--- src/fsl_pkg.sv ---
// Purpose: Shared constants, types and code tables for the 100 Mb/s line coding path.
// Assumes: One line bit per mclk_i edge; symbols go out most significant bit first.
// Notes:
// Operation
// (RQ1) Map nibbles to code groups and back
// (RQ2) Six control groups, ten invalid groups
// (RQ3) H error, I idle, J-K start, T-R end
// (RQ4) Undefined group sets invalid-symbol flag
// (RQ5) Halt group sets halt-symbol flag
// (RQ6) Invalid-codes enable plus error sends invalid groups
// (RQ7) Scramble transmit, descramble receive
// (RQ8) Symbol interface bypasses scrambler and descrambler
// (RQ9) MLT-3 transmit with levels plus, zero, minus
// (RQ10) MLT-3 receive decode back to NRZI
// (RQ11) Auto polarity correction unless inhibit set
// (RQ12) Polarity judged from normal link pulses
// (RQ13) Reversed polarity inverts data, sets flag
// (RQ14) Polarity-reversed flag latches high
// (RQ15) Polarity correction active during auto-negotiation
// (RQ16) J-K replaces preamble start, T-R appended; a one-nibble frame ends J-K-R with no T
// (RQ17) Start delimiter becomes two preamble nibbles
// (RQ18) Standard 4B/5B code table used exactly
// (RQ19) Sticky flags clear on read unless cause persists
package fsl_pkg;

  // Control code groups
  localparam logic [4:0] SYM_I = 5'h1F;
  localparam logic [4:0] SYM_J = 5'h18;
  localparam logic [4:0] SYM_K = 5'h11;
  localparam logic [4:0] SYM_T = 5'h0D;
  localparam logic [4:0] SYM_R = 5'h07;
  localparam logic [4:0] SYM_H = 5'h04;
  // Group sent for a forced error when invalid codes are enabled (undefined group)
  localparam logic [4:0] SYM_BAD = 5'h01;

  // Symbol framing
  localparam logic [2:0] SYM_LAST = 3'h4;
  localparam logic [9:0] SSD_PAIR = {SYM_J, SYM_K};
  localparam logic [3:0] PREAMBLE_NIB = 4'h5;

  // Descrambler lock length, one full LFSR fill
  localparam logic [3:0] LOCK_BITS = 4'hB;

  // Line levels
  localparam logic [1:0] LVL_ZERO = 2'h0;
  localparam logic [1:0] LVL_POS = 2'h1;
  localparam logic [1:0] LVL_NEG = 2'h3;

  // Transmit sequencer states
  typedef enum logic [3:0] {
    TX_IDLE = 4'h1,
    TX_KSYM = 4'h2,
    TX_DATA = 4'h4,
    TX_RSYM = 4'h8
  } fsl_tx_state_e;

  // Nibble carriers toward and from the MAC side
  typedef struct packed {
    logic en;
    logic er;
    logic [3:0] data;
  } fsl_txnib_s;

  typedef struct packed {
    logic dv;
    logic er;
    logic [3:0] data;
  } fsl_rxnib_s;

  // Nibble to data code group
  function automatic logic [4:0] enc4b5b(input logic [3:0] n);
    logic [4:0] s;
    s = SYM_I;
    unique case (n)
      4'h0: s = 5'h1E;
      4'h1: s = 5'h09;
      4'h2: s = 5'h14;
      4'h3: s = 5'h15;
      4'h4: s = 5'h0A;
      4'h5: s = 5'h0B;
      4'h6: s = 5'h0E;
      4'h7: s = 5'h0F;
      4'h8: s = 5'h12;
      4'h9: s = 5'h13;
      4'hA: s = 5'h16;
      4'hB: s = 5'h17;
      4'hC: s = 5'h1A;
      4'hD: s = 5'h1B;
      4'hE: s = 5'h1C;
      4'hF: s = 5'h1D;
    endcase
    return s;
  endfunction

  // Code group to {is_data, nibble}; non-data groups give is_data low
  function automatic logic [4:0] dec5b4b(input logic [4:0] s);
    logic [4:0] r;
    r = 5'h00;
    case (s)
      5'h1E: r = 5'h10;
      5'h09: r = 5'h11;
      5'h14: r = 5'h12;
      5'h15: r = 5'h13;
      5'h0A: r = 5'h14;
      5'h0B: r = 5'h15;
      5'h0E: r = 5'h16;
      5'h0F: r = 5'h17;
      5'h12: r = 5'h18;
      5'h13: r = 5'h19;
      5'h16: r = 5'h1A;
      5'h17: r = 5'h1B;
      5'h1A: r = 5'h1C;
      5'h1B: r = 5'h1D;
      5'h1C: r = 5'h1E;
      5'h1D: r = 5'h1F;
      default: r = 5'h00;
    endcase
    return r;
  endfunction

endpackage

--- src/fsl_lfsr.sv ---
// Purpose: Eleven-stage stream cipher for scrambling or descrambling one bit per clock.
// Assumes: Key polynomial x^11 + x^9 + 1.
// Notes: load_i seeds the register from the line so a descrambler can lock on idle.
`timescale 1ns/100ps
`default_nettype none
module fsl_lfsr (
  // Clock and reset
  input wire logic mclk_i,
  input wire logic rst_b_i,
  // Seeding
  input wire logic load_i,
  input wire logic load_bit_i,
  // Bit stream
  input wire logic data_i,
  output logic data_o
);

  logic [10:0] key_reg; // Cipher state
  logic key_bit; // Current key stream bit

  assign key_bit = key_reg[10] ^ key_reg[8];
  assign data_o = data_i ^ key_bit; // [RQ7]

  // Advance the key; while seeding, shift in the recovered key bit instead
  always_ff @(posedge mclk_i or negedge rst_b_i) begin
    if (!rst_b_i) begin
      key_reg <= 11'h7FF;
    end else if (load_i) begin
      key_reg <= {key_reg[9:0], load_bit_i};
    end else begin
      key_reg <= {key_reg[9:0], key_bit};
    end
  end

endmodule
`default_nettype wire

--- src/fsl_line_coding.sv ---
// Purpose: 4B/5B coding, scrambling, NRZI and MLT-3 with receive polarity correction.
// Assumes: One line bit per mclk_i edge in both directions; idle plaintext is all ones.
// Notes: Nibbles move one per five clocks; the MAC side must follow the take strobe.
`timescale 1ns/100ps
`default_nettype none
module fsl_line_coding (
  // Clock and reset
  input wire logic mclk_i,
  input wire logic rst_b_i,
  // Configuration
  input wire logic sym_mode_i,
  input wire logic tx_inv_en_i,
  input wire logic pol_inhibit_i,
  // Transmit nibbles
  input wire fsl_pkg::fsl_txnib_s tx_nib_i,
  output logic tx_take_o,
  // Receive nibbles
  output fsl_pkg::fsl_rxnib_s rx_nib_o,
  // Line
  output logic [1:0] tx_line_o,
  input wire logic [1:0] rx_line_i,
  // Normal link pulse observations
  input wire logic nlp_stb_i,
  input wire logic nlp_neg_i,
  // Status
  input wire logic stat_rd_i,
  output logic inv_sym_flag_o,
  output logic halt_flag_o,
  output logic pol_rev_flag_o,
  output logic pol_inv_o
);

  // Transmit side
  fsl_pkg::fsl_tx_state_e tx_state_reg; // Delimiter sequencer
  logic [2:0] tx_bit_reg; // Bit position in symbol
  logic [4:0] tx_sh_reg; // Outgoing symbol
  logic [4:0] tx_sym_next; // Next symbol to load
  logic tx_bound; // Last bit of a symbol
  logic tx_plain; // Bit before scrambling
  logic tx_scr; // Bit after scrambler
  logic tx_bit; // Bit after optional bypass
  logic tx_nrzi_reg; // NRZI level
  logic [1:0] tx_phase_reg; // MLT-3 phase

  // Receive side
  logic [1:0] rx_lvl; // Level after polarity correction
  logic [1:0] rx_lvl_reg; // Previous level
  logic rx_nrzi_reg; // Recovered NRZI level
  logic rx_nrzi_d_reg; // Delayed NRZI level
  logic rx_bit_raw; // NRZI-decoded bit
  logic rx_desc; // Descrambled bit
  logic rx_bit; // Bit after optional bypass
  logic [3:0] lock_cnt_reg; // Descrambler seeding count
  logic rx_locked; // Descrambler in step
  logic [9:0] rx_win_reg; // Last ten bits
  logic [9:0] rx_win; // Window including current bit
  logic rx_frame_reg; // Inside a stream
  logic [2:0] rx_bit_cnt_reg; // Bit position in symbol
  logic rx_tpend_reg; // T seen, R expected
  logic pre2_reg; // Second preamble nibble owed
  logic [4:0] rx_dec; // Decoded group
  logic rx_sym_stb; // Whole symbol present in window
  logic inv_set; // Undefined group seen
  logic halt_set; // Halt group seen
  logic pol_rev_reg; // Last pulse showed reversal

  // Transmit symbol choice and nibble take
  assign tx_bound = (tx_bit_reg == fsl_pkg::SYM_LAST);
  assign tx_take_o = tx_bound && tx_nib_i.en && (tx_state_reg != fsl_pkg::TX_RSYM);

  always_comb begin
    tx_sym_next = fsl_pkg::SYM_I;
    unique case (tx_state_reg)
      fsl_pkg::TX_IDLE: begin
        if (tx_nib_i.en) begin
          tx_sym_next = fsl_pkg::SYM_J; // [RQ16] [RQ3]
        end
      end
      fsl_pkg::TX_KSYM: begin
        tx_sym_next = fsl_pkg::SYM_K; // [RQ16]
      end
      fsl_pkg::TX_DATA: begin
        if (!tx_nib_i.en) begin
          tx_sym_next = fsl_pkg::SYM_T; // [RQ16]
        end else if (tx_nib_i.er && tx_inv_en_i) begin
          tx_sym_next = fsl_pkg::SYM_BAD; // [RQ6]
        end else if (tx_nib_i.er) begin
          tx_sym_next = fsl_pkg::SYM_H; // [RQ3]
        end else begin
          tx_sym_next = fsl_pkg::enc4b5b(tx_nib_i.data); // [RQ1] [RQ18]
        end
      end
      fsl_pkg::TX_RSYM: begin
        tx_sym_next = fsl_pkg::SYM_R; // [RQ16]
      end
    endcase
  end

  // Sequencer steps once per symbol; enable dropping in TX_DATA closes with T-R, in TX_KSYM with K then R and no T
  always_ff @(posedge mclk_i or negedge rst_b_i) begin
    if (!rst_b_i) begin
      tx_state_reg <= fsl_pkg::TX_IDLE;
    end else if (tx_bound) begin
      unique case (tx_state_reg)
        fsl_pkg::TX_IDLE: begin
          if (tx_nib_i.en) begin
            tx_state_reg <= fsl_pkg::TX_KSYM;
          end
        end
        fsl_pkg::TX_KSYM: begin
          tx_state_reg <= tx_nib_i.en ? fsl_pkg::TX_DATA : fsl_pkg::TX_RSYM;
        end
        fsl_pkg::TX_DATA: begin
          if (!tx_nib_i.en) begin
            tx_state_reg <= fsl_pkg::TX_RSYM;
          end
        end
        fsl_pkg::TX_RSYM: begin
          tx_state_reg <= fsl_pkg::TX_IDLE;
        end
      endcase
    end
  end

  // Serialiser, most significant bit first
  always_ff @(posedge mclk_i or negedge rst_b_i) begin
    if (!rst_b_i) begin
      tx_bit_reg <= 3'h0;
      tx_sh_reg <= fsl_pkg::SYM_I;
    end else if (tx_bound) begin
      tx_bit_reg <= 3'h0;
      tx_sh_reg <= tx_sym_next;
    end else begin
      tx_bit_reg <= tx_bit_reg + 3'h1;
      tx_sh_reg <= {tx_sh_reg[3:0], 1'b1};
    end
  end

  assign tx_plain = tx_sh_reg[4];

  fsl_lfsr u_scr (
    .mclk_i(mclk_i),
    .rst_b_i(rst_b_i),
    .load_i(1'b0),
    .load_bit_i(1'b0),
    .data_i(tx_plain),
    .data_o(tx_scr)
  );

  assign tx_bit = sym_mode_i ? tx_plain : tx_scr; // [RQ8] [RQ7]

  // NRZI toggles on a one; MLT-3 steps 0,+1,0,-1 on each NRZI transition
  always_ff @(posedge mclk_i or negedge rst_b_i) begin
    if (!rst_b_i) begin
      tx_nrzi_reg <= 1'b0;
      tx_phase_reg <= 2'h0;
    end else if (tx_bit) begin
      tx_nrzi_reg <= ~tx_nrzi_reg;
      tx_phase_reg <= tx_phase_reg + 2'h1; // [RQ9]
    end
  end

  // Registered line level so the driver sees no decode glitches
  always_ff @(posedge mclk_i or negedge rst_b_i) begin
    if (!rst_b_i) begin
      tx_line_o <= fsl_pkg::LVL_ZERO;
    end else begin
      unique case (tx_phase_reg)
        2'h1: tx_line_o <= fsl_pkg::LVL_POS; // [RQ9]
        2'h3: tx_line_o <= fsl_pkg::LVL_NEG; // [RQ9]
        default: tx_line_o <= fsl_pkg::LVL_ZERO;
      endcase
    end
  end

  // Polarity from link pulses; kept running in every mode, negotiation included
  always_ff @(posedge mclk_i or negedge rst_b_i) begin
    if (!rst_b_i) begin
      pol_rev_reg <= 1'b0;
    end else if (nlp_stb_i) begin
      pol_rev_reg <= nlp_neg_i; // [RQ12] [RQ15]
    end
  end

  assign pol_inv_o = pol_rev_reg && !pol_inhibit_i; // [RQ11]
  // Swap +1 and -1; MLT-3 itself is insensitive but link pulses are not
  assign rx_lvl = pol_inv_o ? (~rx_line_i + 2'h1) : rx_line_i; // [RQ13]

  // MLT-3 decode: any level change is one NRZI transition
  always_ff @(posedge mclk_i or negedge rst_b_i) begin
    if (!rst_b_i) begin
      rx_lvl_reg <= fsl_pkg::LVL_ZERO;
      rx_nrzi_reg <= 1'b0;
      rx_nrzi_d_reg <= 1'b0;
    end else begin
      rx_lvl_reg <= rx_lvl;
      rx_nrzi_reg <= rx_nrzi_reg ^ (rx_lvl != rx_lvl_reg); // [RQ10]
      rx_nrzi_d_reg <= rx_nrzi_reg;
    end
  end

  assign rx_bit_raw = rx_nrzi_reg ^ rx_nrzi_d_reg;
  assign rx_locked = (lock_cnt_reg == fsl_pkg::LOCK_BITS);

  // Seed from idle: with all-ones plaintext the key bit equals the inverted line bit
  fsl_lfsr u_desc (
    .mclk_i(mclk_i),
    .rst_b_i(rst_b_i),
    .load_i(!rx_locked),
    .load_bit_i(~rx_bit_raw),
    .data_i(rx_bit_raw),
    .data_o(rx_desc)
  );

  always_ff @(posedge mclk_i or negedge rst_b_i) begin
    if (!rst_b_i) begin
      lock_cnt_reg <= 4'h0;
    end else if (!rx_locked) begin
      lock_cnt_reg <= lock_cnt_reg + 4'h1;
    end
  end

  assign rx_bit = sym_mode_i ? rx_bit_raw : rx_desc; // [RQ8] [RQ7]
  assign rx_win = {rx_win_reg[8:0], rx_bit};
  assign rx_sym_stb = rx_frame_reg && (rx_bit_cnt_reg == fsl_pkg::SYM_LAST);
  assign rx_dec = fsl_pkg::dec5b4b(rx_win[4:0]); // [RQ1] [RQ18]

  // Classify each framed symbol that is the halt group or neither data nor a legal control group
  always_comb begin
    inv_set = 1'b0;
    halt_set = 1'b0;
    if (rx_sym_stb && !rx_dec[4]) begin
      if (rx_win[4:0] == fsl_pkg::SYM_H) begin
        halt_set = 1'b1; // [RQ5]
      end else if (rx_win[4:0] != fsl_pkg::SYM_I && rx_win[4:0] != fsl_pkg::SYM_J &&
                   rx_win[4:0] != fsl_pkg::SYM_K && rx_win[4:0] != fsl_pkg::SYM_T &&
                   rx_win[4:0] != fsl_pkg::SYM_R) begin
        inv_set = 1'b1; // [RQ2] [RQ4]
      end
    end
  end

  // Framing: hunt for J-K, then decode every fifth bit until T-R or idle
  always_ff @(posedge mclk_i or negedge rst_b_i) begin
    if (!rst_b_i) begin
      rx_win_reg <= {fsl_pkg::SYM_I, fsl_pkg::SYM_I};
      rx_frame_reg <= 1'b0;
      rx_bit_cnt_reg <= 3'h0;
      rx_tpend_reg <= 1'b0;
      pre2_reg <= 1'b0;
      rx_nib_o <= '0;
    end else begin
      rx_win_reg <= rx_win;
      pre2_reg <= 1'b0;
      rx_nib_o <= '0;
      rx_bit_cnt_reg <= (rx_bit_cnt_reg == fsl_pkg::SYM_LAST) ? 3'h0 : rx_bit_cnt_reg + 3'h1;
      if (pre2_reg) begin
        rx_nib_o <= '{dv: 1'b1, er: 1'b0, data: fsl_pkg::PREAMBLE_NIB}; // [RQ17]
      end
      if (!rx_frame_reg) begin
        if (rx_locked && rx_win == fsl_pkg::SSD_PAIR) begin
          rx_frame_reg <= 1'b1; // [RQ3]
          rx_bit_cnt_reg <= 3'h0;
          rx_tpend_reg <= 1'b0;
          pre2_reg <= 1'b1;
          rx_nib_o <= '{dv: 1'b1, er: 1'b0, data: fsl_pkg::PREAMBLE_NIB}; // [RQ17]
        end
      end else if (rx_sym_stb) begin
        if (rx_tpend_reg) begin
          // End delimiter is swallowed; a broken R is flagged as an error
          rx_frame_reg <= 1'b0; // [RQ17]
          rx_nib_o <= '{dv: 1'b0, er: (rx_win[4:0] != fsl_pkg::SYM_R), data: 4'h0};
        end else if (rx_dec[4]) begin
          rx_nib_o <= '{dv: 1'b1, er: 1'b0, data: rx_dec[3:0]}; // [RQ1]
        end else if (rx_win[4:0] == fsl_pkg::SYM_T) begin
          rx_tpend_reg <= 1'b1; // [RQ3]
        end else if (rx_win[4:0] == fsl_pkg::SYM_I) begin
          rx_frame_reg <= 1'b0; // Premature end
          rx_nib_o <= '{dv: 1'b0, er: 1'b1, data: 4'h0};
        end else begin
          rx_nib_o <= '{dv: 1'b1, er: 1'b1, data: 4'h0}; // Halt, undefined or misplaced J, K or R group
        end
      end
    end
  end

  // Sticky status: a read clears, a same-cycle event wins over the clear
  always_ff @(posedge mclk_i or negedge rst_b_i) begin
    if (!rst_b_i) begin
      inv_sym_flag_o <= 1'b0;
      halt_flag_o <= 1'b0;
      pol_rev_flag_o <= 1'b0;
    end else begin
      inv_sym_flag_o <= inv_set || (inv_sym_flag_o && !stat_rd_i); // [RQ4] [RQ19]
      halt_flag_o <= halt_set || (halt_flag_o && !stat_rd_i); // [RQ5] [RQ19]
      pol_rev_flag_o <= pol_inv_o || (pol_rev_flag_o && !stat_rd_i); // [RQ13] [RQ14] [RQ19]
    end
  end

endmodule
`default_nettype wire

--- config.mk ---
export PLATFORM = sky130hd
export DESIGN_NAME = fsl_line_coding
export DESIGN_NICKNAME = d
export VERILOG_FILES = /design/src/fsl_pkg.sv /design/src/fsl_lfsr.sv /design/src/fsl_line_coding.sv
export SDC_FILE = /design/constraint.sdc
export NUM_CORES = 1
export LEC_CHECK = 0
export BUFFER_PORTS_ARGS = -buffer_cell sky130_fd_sc_hd__buf_2
export CAP_MARGIN = 20
export CORE_UTILIZATION = 30
export CTS_BUF_LIST = sky130_fd_sc_hd__clkbuf_8
export CTS_CLUSTER_SIZE = 16
export DETAILED_ROUTE_END_ITERATION = 12
export MAX_ROUTING_LAYER = met4
export SLEW_MARGIN = 15
export SYNTH_ARGS = -nofsm -noshare
export SYNTH_HDL_FRONTEND = slang
export SYNTH_SLANG_ARGS = --single-unit
--- constraint.sdc ---
create_clock -name mclk_i -period 2 [get_ports mclk_i]
set_input_delay 0.1 -clock mclk_i [delete_from_list [all_inputs] [get_ports mclk_i]]
set_output_delay 0.1 -clock mclk_i [all_outputs]
set_load 0.02 [all_outputs]
==> results of run 1 <==
[metal layers]
metal  up-vias  global-route usage  share of wire
met2        54              0.1681           0.45
met3        10             0.02632          0.033
met4         0             0.06531          0.022
met1      1076              0.1629           0.49
met5         -                   -              0
li1       1076                   -              -
[per-stage QoR]
step	hold slack, ns	std cells	utilization
floorplan	-0.1956	277	-
global placement	0.1001	443	0.3535
detailed placement	0.1077	443	0.3535
CTS	0.1213	467	0.3774
global route	0.1698	467	0.3783
finish	0.1349	467	0.3783
[worst paths after layout]
path                                     endpoint  slack, ns
worst max-delay path                  rx_nib_o[2]       0.13
worst min-delay path              tx_state_reg[3]       0.13
worst max register to register        rx_nib_o[2]       0.13
worst min register to register  u_desc.key_reg[8]       0.36
max in group asynchronous       u_desc.key_reg[4]       1.05
min in group asynchronous             rx_nib_o[1]       0.26
[power breakdown]
group	leakage, nW	internal, W	switching, W
registers	0.810	0.00201	0.000311
logic	0.734	0.000849	0.00118
clock network	0.0949	0.000430	0.000504
total	1.64	0.00328	0.00200
[layout make-up]
cell class | count | area (um^2)
Clock buffer | 9 | 123.9
Inverter | 17 | 66.31
Timing Repair Buffer | 48 | 322.8
Clock inverter | 7 | 32.53
Tap cell | 133 | 166.4
Multi-Input combinational cell | 182 | 1214
Sequential cell | 71 | 1823
Fill cell | 1007 | 6161
[cells by family (layout without fill, tap and decap cells)]
logic type,Yosys count,count (layout),synth area share
xor+xnor,15,15,0.04451
buf+inv,24,81,0.02967
fa+ha+maj,10,10,0.04010
compound gates,63,63,0.1351
flops,71,71,0.5842
simple gates,88,88,0.1460
mux,6,6,0.02045
[cell usage after synthesis (all sizes together), types with 3 or more instances]
master   n  area (um^2)
nor4     4        40.04
inv     17        66.32
a21oi   12        60.06
nor2b    6        37.54
o31ai    4        30.03
a31oi    5        31.28
mux2     3        33.78
dfstp   37        972.2
clkbuf   7        26.28
nor3    11        55.05
xnor2    8        70.07
dfrtp   34        850.8
nand2b   6        37.54
nor2    22        82.58
nand3    8        45.04
o21ai   17        88.84
xor2     7        68.82
nand2   18        70.07
ha      10        125.1
a211oi   5        37.54
mux2i    3        30.03
[worst register-to-register path, delay by kind of cell, from the launching register on]
family / cells / cell delay [ns]
AOI/OAI and AO/OA: 3 / 0.79
xor gates and xnor gates: 1 / 0.20
and+or+nand+nor: 1 / 0.16
buffers and inverters: 1 / 0.08
DFF: 1 / 0.58
[what timing repair did]
action / 4_1_cts / 5_1_grt
hold buffers: 8 / 0
endpoints found under the setup margin: 0 / 4
endpoints found under the hold margin: 22 / 0
gates resized for setup: 0 / 2
==> impl_metrics.toml, run 1 <==
[detailed_routing]
vias = 2216
antenna_left = 0
wl_per_cell_um = 12.34
routed_wl_um = 5765
drcViolationCount = 0
dr.pass1.iters = 5
drt-vias-per-instance = 4.745
dr.first_iter.drc_count = 160

[yosys]
syn_inst = 277
postSynthAreaPerCell_um2 = 11.27
yosys_warnings = 0
yosys_register_bits = 71
yosysSeqAreaShare = 0.5842
synth_edf_count = 0
synthArstFlopShare = 1.000
synth_top_flop_cell = "dfstp_2"
synth_cell_type_count = 53
synth_nets = 303
synth_area_um2 = 3120

[floorplanning]
initial_utilization = 0.3149
num_rows = 36
die_w_um = 104.0
core_um2 = 9910
die-area_um2 = 10810
die_h_um = 104.0
pin_count = 29

[worst_setup_path]
startpoint_type = "register"
startpoint = "u_desc.key_reg[8]"
cp_slowest_cell = "dfstp_2"
cp_top_family = "compound AO/OA/AOI/OAI gates"
r2r_cells = 6
crit_fanout = 9
worstSetupPathDepth = 6
cp_data_required_time_ns = 2.25
arrival_ns = 2.12
cp_slowest_stage_delay_ns = 0.58
crit_chain = "xnor2_1 -> o21ai_2 -> nand2_2 -> inv_4 -> a2111o_1 -> a211oi_1"
r2r-start = "u_desc.key_reg[8]"
crit_type = "reg -> reg"
worst-path-buf-inv = 1
worstSetupEndpointType = "register"

[placed_design]
globalplace.congestion = 0.8817
io_buffers = 28
hpwl_um = 4010
dpl_cell_area_um2 = 3503
post-place-ws_ns = 0.1363

[layout]
nNetsFinal = 355
layout_commonest_cell = "dfstp_2"
final_cell_mix = "37 x dfstp_2, 34 x dfrtp_1, 28 x buf_2, 22 x nor2_1, 18 x inv_1"
antenna_cells = 0
syn_to_final_growth_pct = 20.13
drive_gt1_frac = 0.3174
design_area_um2 = 3749

[hold_path]
hp-class = "in -> reg"
min_from = "tx_nib_i[5]"
hold_path_depth = 2

[timing]
rsz0062_at_grt = "false"
fin_skew_ns = 0.01074
fmax_mhz = 534.1
setup_tns_ns = 0
tightestPinTransition_ns = 0.5186
timing.final.max_slew_violations = 0
hold_viol_final = 0
setup_violations = 0
layout_setup_ws_ns = 0.1276
fin_crit_sh = 0.9362
worst_slew_margin_rel = 0.6542
fin_crit_ns = 1.872

[clock_network]
clkTransAtPathRegs_ns = 0.08
clk_latency_ns = 0.34
cts_setup_buffers = 0
cts-root-buf = "clkbuf_8"
cts_htree_levels = 3
numCtsBuffers = 9
ctsLongestPathBuffers = 2
clock-sinks = 71
cts_tree = "yes"

[power_and_ir_drop]
p_leak_nw = 1.639
power.density_nw_per_um2 = 1409
vdd_drop_max_mv = 0.5044
fin_total_pwr_w = 0.005281

[grt]
grt_max_degree = 51
grt.overflow.total = 0
gr-usage-all-layers = 0.1207
grt_pass1_wl_um = 10120
grt_pass1_vias = 2165
grt_antenna_before_repair = 0

[status]
status = "complete, no violations"

[run]
maxCapViolCount = 0
Note: power is estimated with default switching activity, not from simulation.
==> run 2, diff against run 1 <==
clock period = 1.91 ns   (was 2 ns; I/O delays follow)
==> run 2 against run 1 <==
  * Hold slack worse by 0.0061 ns
  * Setup slack worse by 0.093 ns
  * Highest routed layer unchanged
  * Final cell count up 1.1%
  * Global-route usage down 0.11 points
  * Clock power up 23%
  * Critical path type unchanged
  * Combinational power up 13%
==> impl_metrics.toml, run 2 (synthesis results as in run 1) <==
[timing]
worst_slew_margin_rel = 0.7103
timing.final.max_slew_violations = 0
fin_crit_sh = 0.9818
layout_setup_ws_ns = 0.03470
fin_crit_ns = 1.875
holdWs_ns = 0.1288
rsz0062_at_grt = "true"
fmax_mhz = 533.2
hold_viol_final = 0
fin_skew_ns = 0.01340
setup_violations = 0
tightestPinTransition_ns = 0.4236

[placed_design]
post-place-ws_ns = 0.01194
dp_cells = 446
globalplace.congestion = 0.8256
dpl_cell_area_um2 = 3526
io_buffers = 28
hpwl_um = 4023

[run]
maxCapViolCount = 0

[grt]
gr-usage-all-layers = 0.1196
grt_antenna_before_repair = 0
grt_pass1_vias = 2202
grt_pass1_wl_um = 10160
grt.overflow.total = 0
grt_max_degree = 72

[floorplanning]
core_um2 = 9910
initial_utilization = 0.3149
die-area_um2 = 10810
die_h_um = 104.0
num_rows = 36
pin_count = 29
die_w_um = 104.0

[detailed_routing]
vias = 2199
dr.pass1.iters = 4
drcViolationCount = 0
dr.first_iter.drc_count = 138
wl_per_cell_um = 12.18
drt-vias-per-instance = 4.659
antenna_left = 0
routed_wl_um = 5747

[power_and_ir_drop]
vdd_drop_max_mv = 0.4845
power.density_nw_per_um2 = 1526
fin_total_pwr_w = 0.005880
p_leak_nw = 1.692

[layout]
final_cell_mix = "37 x dfstp_2, 34 x dfrtp_1, 28 x buf_2, 21 x nor2_1, 19 x inv_1"
multi_input_area_um2 = 1244
fin_cells = 472
fill_cells = 1004
antenna_cells = 0
layout_commonest_cell = "dfstp_2"
seqCellArea_um2 = 1823
syn_to_final_growth_pct = 23.46
drive_gt1_frac = 0.3392
design_area_um2 = 3852
nNetsFinal = 360

[clock_network]
clk_latency_ns = 0.33
clock-sinks = 71
cts-root-buf = "clkbuf_8"
cts_tree = "yes"
clkTransAtPathRegs_ns = 0.08
numCtsBuffers = 9
ctsLongestPathBuffers = 2
cts_htree_levels = 3

[worst_setup_path]
arrival_ns = 2.10
r2r_slack_ns = 0.03
startpoint_type = "register"
worstSetupEndpointType = "register"
crit_fanout = 9
cp_data_required_time_ns = 2.13
crit_type = "reg -> reg"

[hold_path]
hp-class = "in -> reg"

[status]
status = "complete, no violations"
run 2: cell count changes in the layout (fill, tap and decap cells not counted), sizes merged:
| cell | previous run | this run |
|---|---|---|
| clkbuf | 9 | 10 |
| inv | 19 | 20 |
| bufinv | 0 | 1 |
| clkinv | 5 | 2 |
| buf | 40 | 45 |
run 2: layer usage:
| layer | global-route usage | share of wire | vias to the layer above |
|---|---|---|---|
| li1 | - | - | 1087 |
| met1 | 0.1558 | 0.50 | 1076 |
| met2 | 0.1781 | 0.46 | 30 |
| met3 | 0.03008 | 0.026 | 6 |
| met4 | 0.04796 | 0.012 | 0 |
| met5 | - | 0 | - |
run 2: timing repair:
| action | CTS | global route |
|---|---|---|
| resized for setup | 4 | 5 |
| hold endpoints to repair | 39 | 0 |
| setup buffers | 0 | 2 |
| endpoints found under the setup margin | 2 | 8 |
| hold buffers | 8 | 0 |
| pin swaps | 2 | 0 |
run 2: final timing paths:
kind | startpoint | to | cells after the start
worst min register to register | u_scr.key_reg[7] | u_scr.key_reg[8] | 0
min in group asynchronous | rst_b_i | rx_nib_o[5] | 3
max in group asynchronous | rst_b_i | u_scr.key_reg[7] | 3
worst min-delay path | tx_nib_i[5] | tx_state_reg[3] | 2
worst max register to register | u_desc.key_reg[8] | rx_nib_o[2] | 6
worst max-delay path | u_desc.key_reg[8] | rx_nib_o[2] | 6
run 2: stage by stage:
step | util | TNS [ns]
floorplan | - | 0
global placement | 0.3558 | 0
detailed placement | 0.3558 | 0
CTS | 0.3855 | 0
global route | 0.3888 | -0.05852
finish | 0.3888 | 0
run 2: report_power, final:
group / internal (W) / leakage, nW / switching, W
logic: 0.00102 / 0.772 / 0.00126
registers: 0.00210 / 0.810 / 0.000344
clock network: 0.000625 / 0.110 / 0.000522
run 2: cell type report:
cell class,count,area share
clock buffer,10,0.03573
timing repair buffer,53,0.09354
clock inverter,6,0.01429
tap,133,0.04320
multi-input combinational,182,0.3228
sequential,71,0.4732
inverter,17,0.01721
run 2: worst max-delay path: stages (launching register included):
cell,delay [ns]
dfstp_2,0.59
xor2_2,0.17
nand3_2,0.14
nand2_2,0.12
inv_4,0.07
a2111o_1,0.43
a211oi_1,0.24
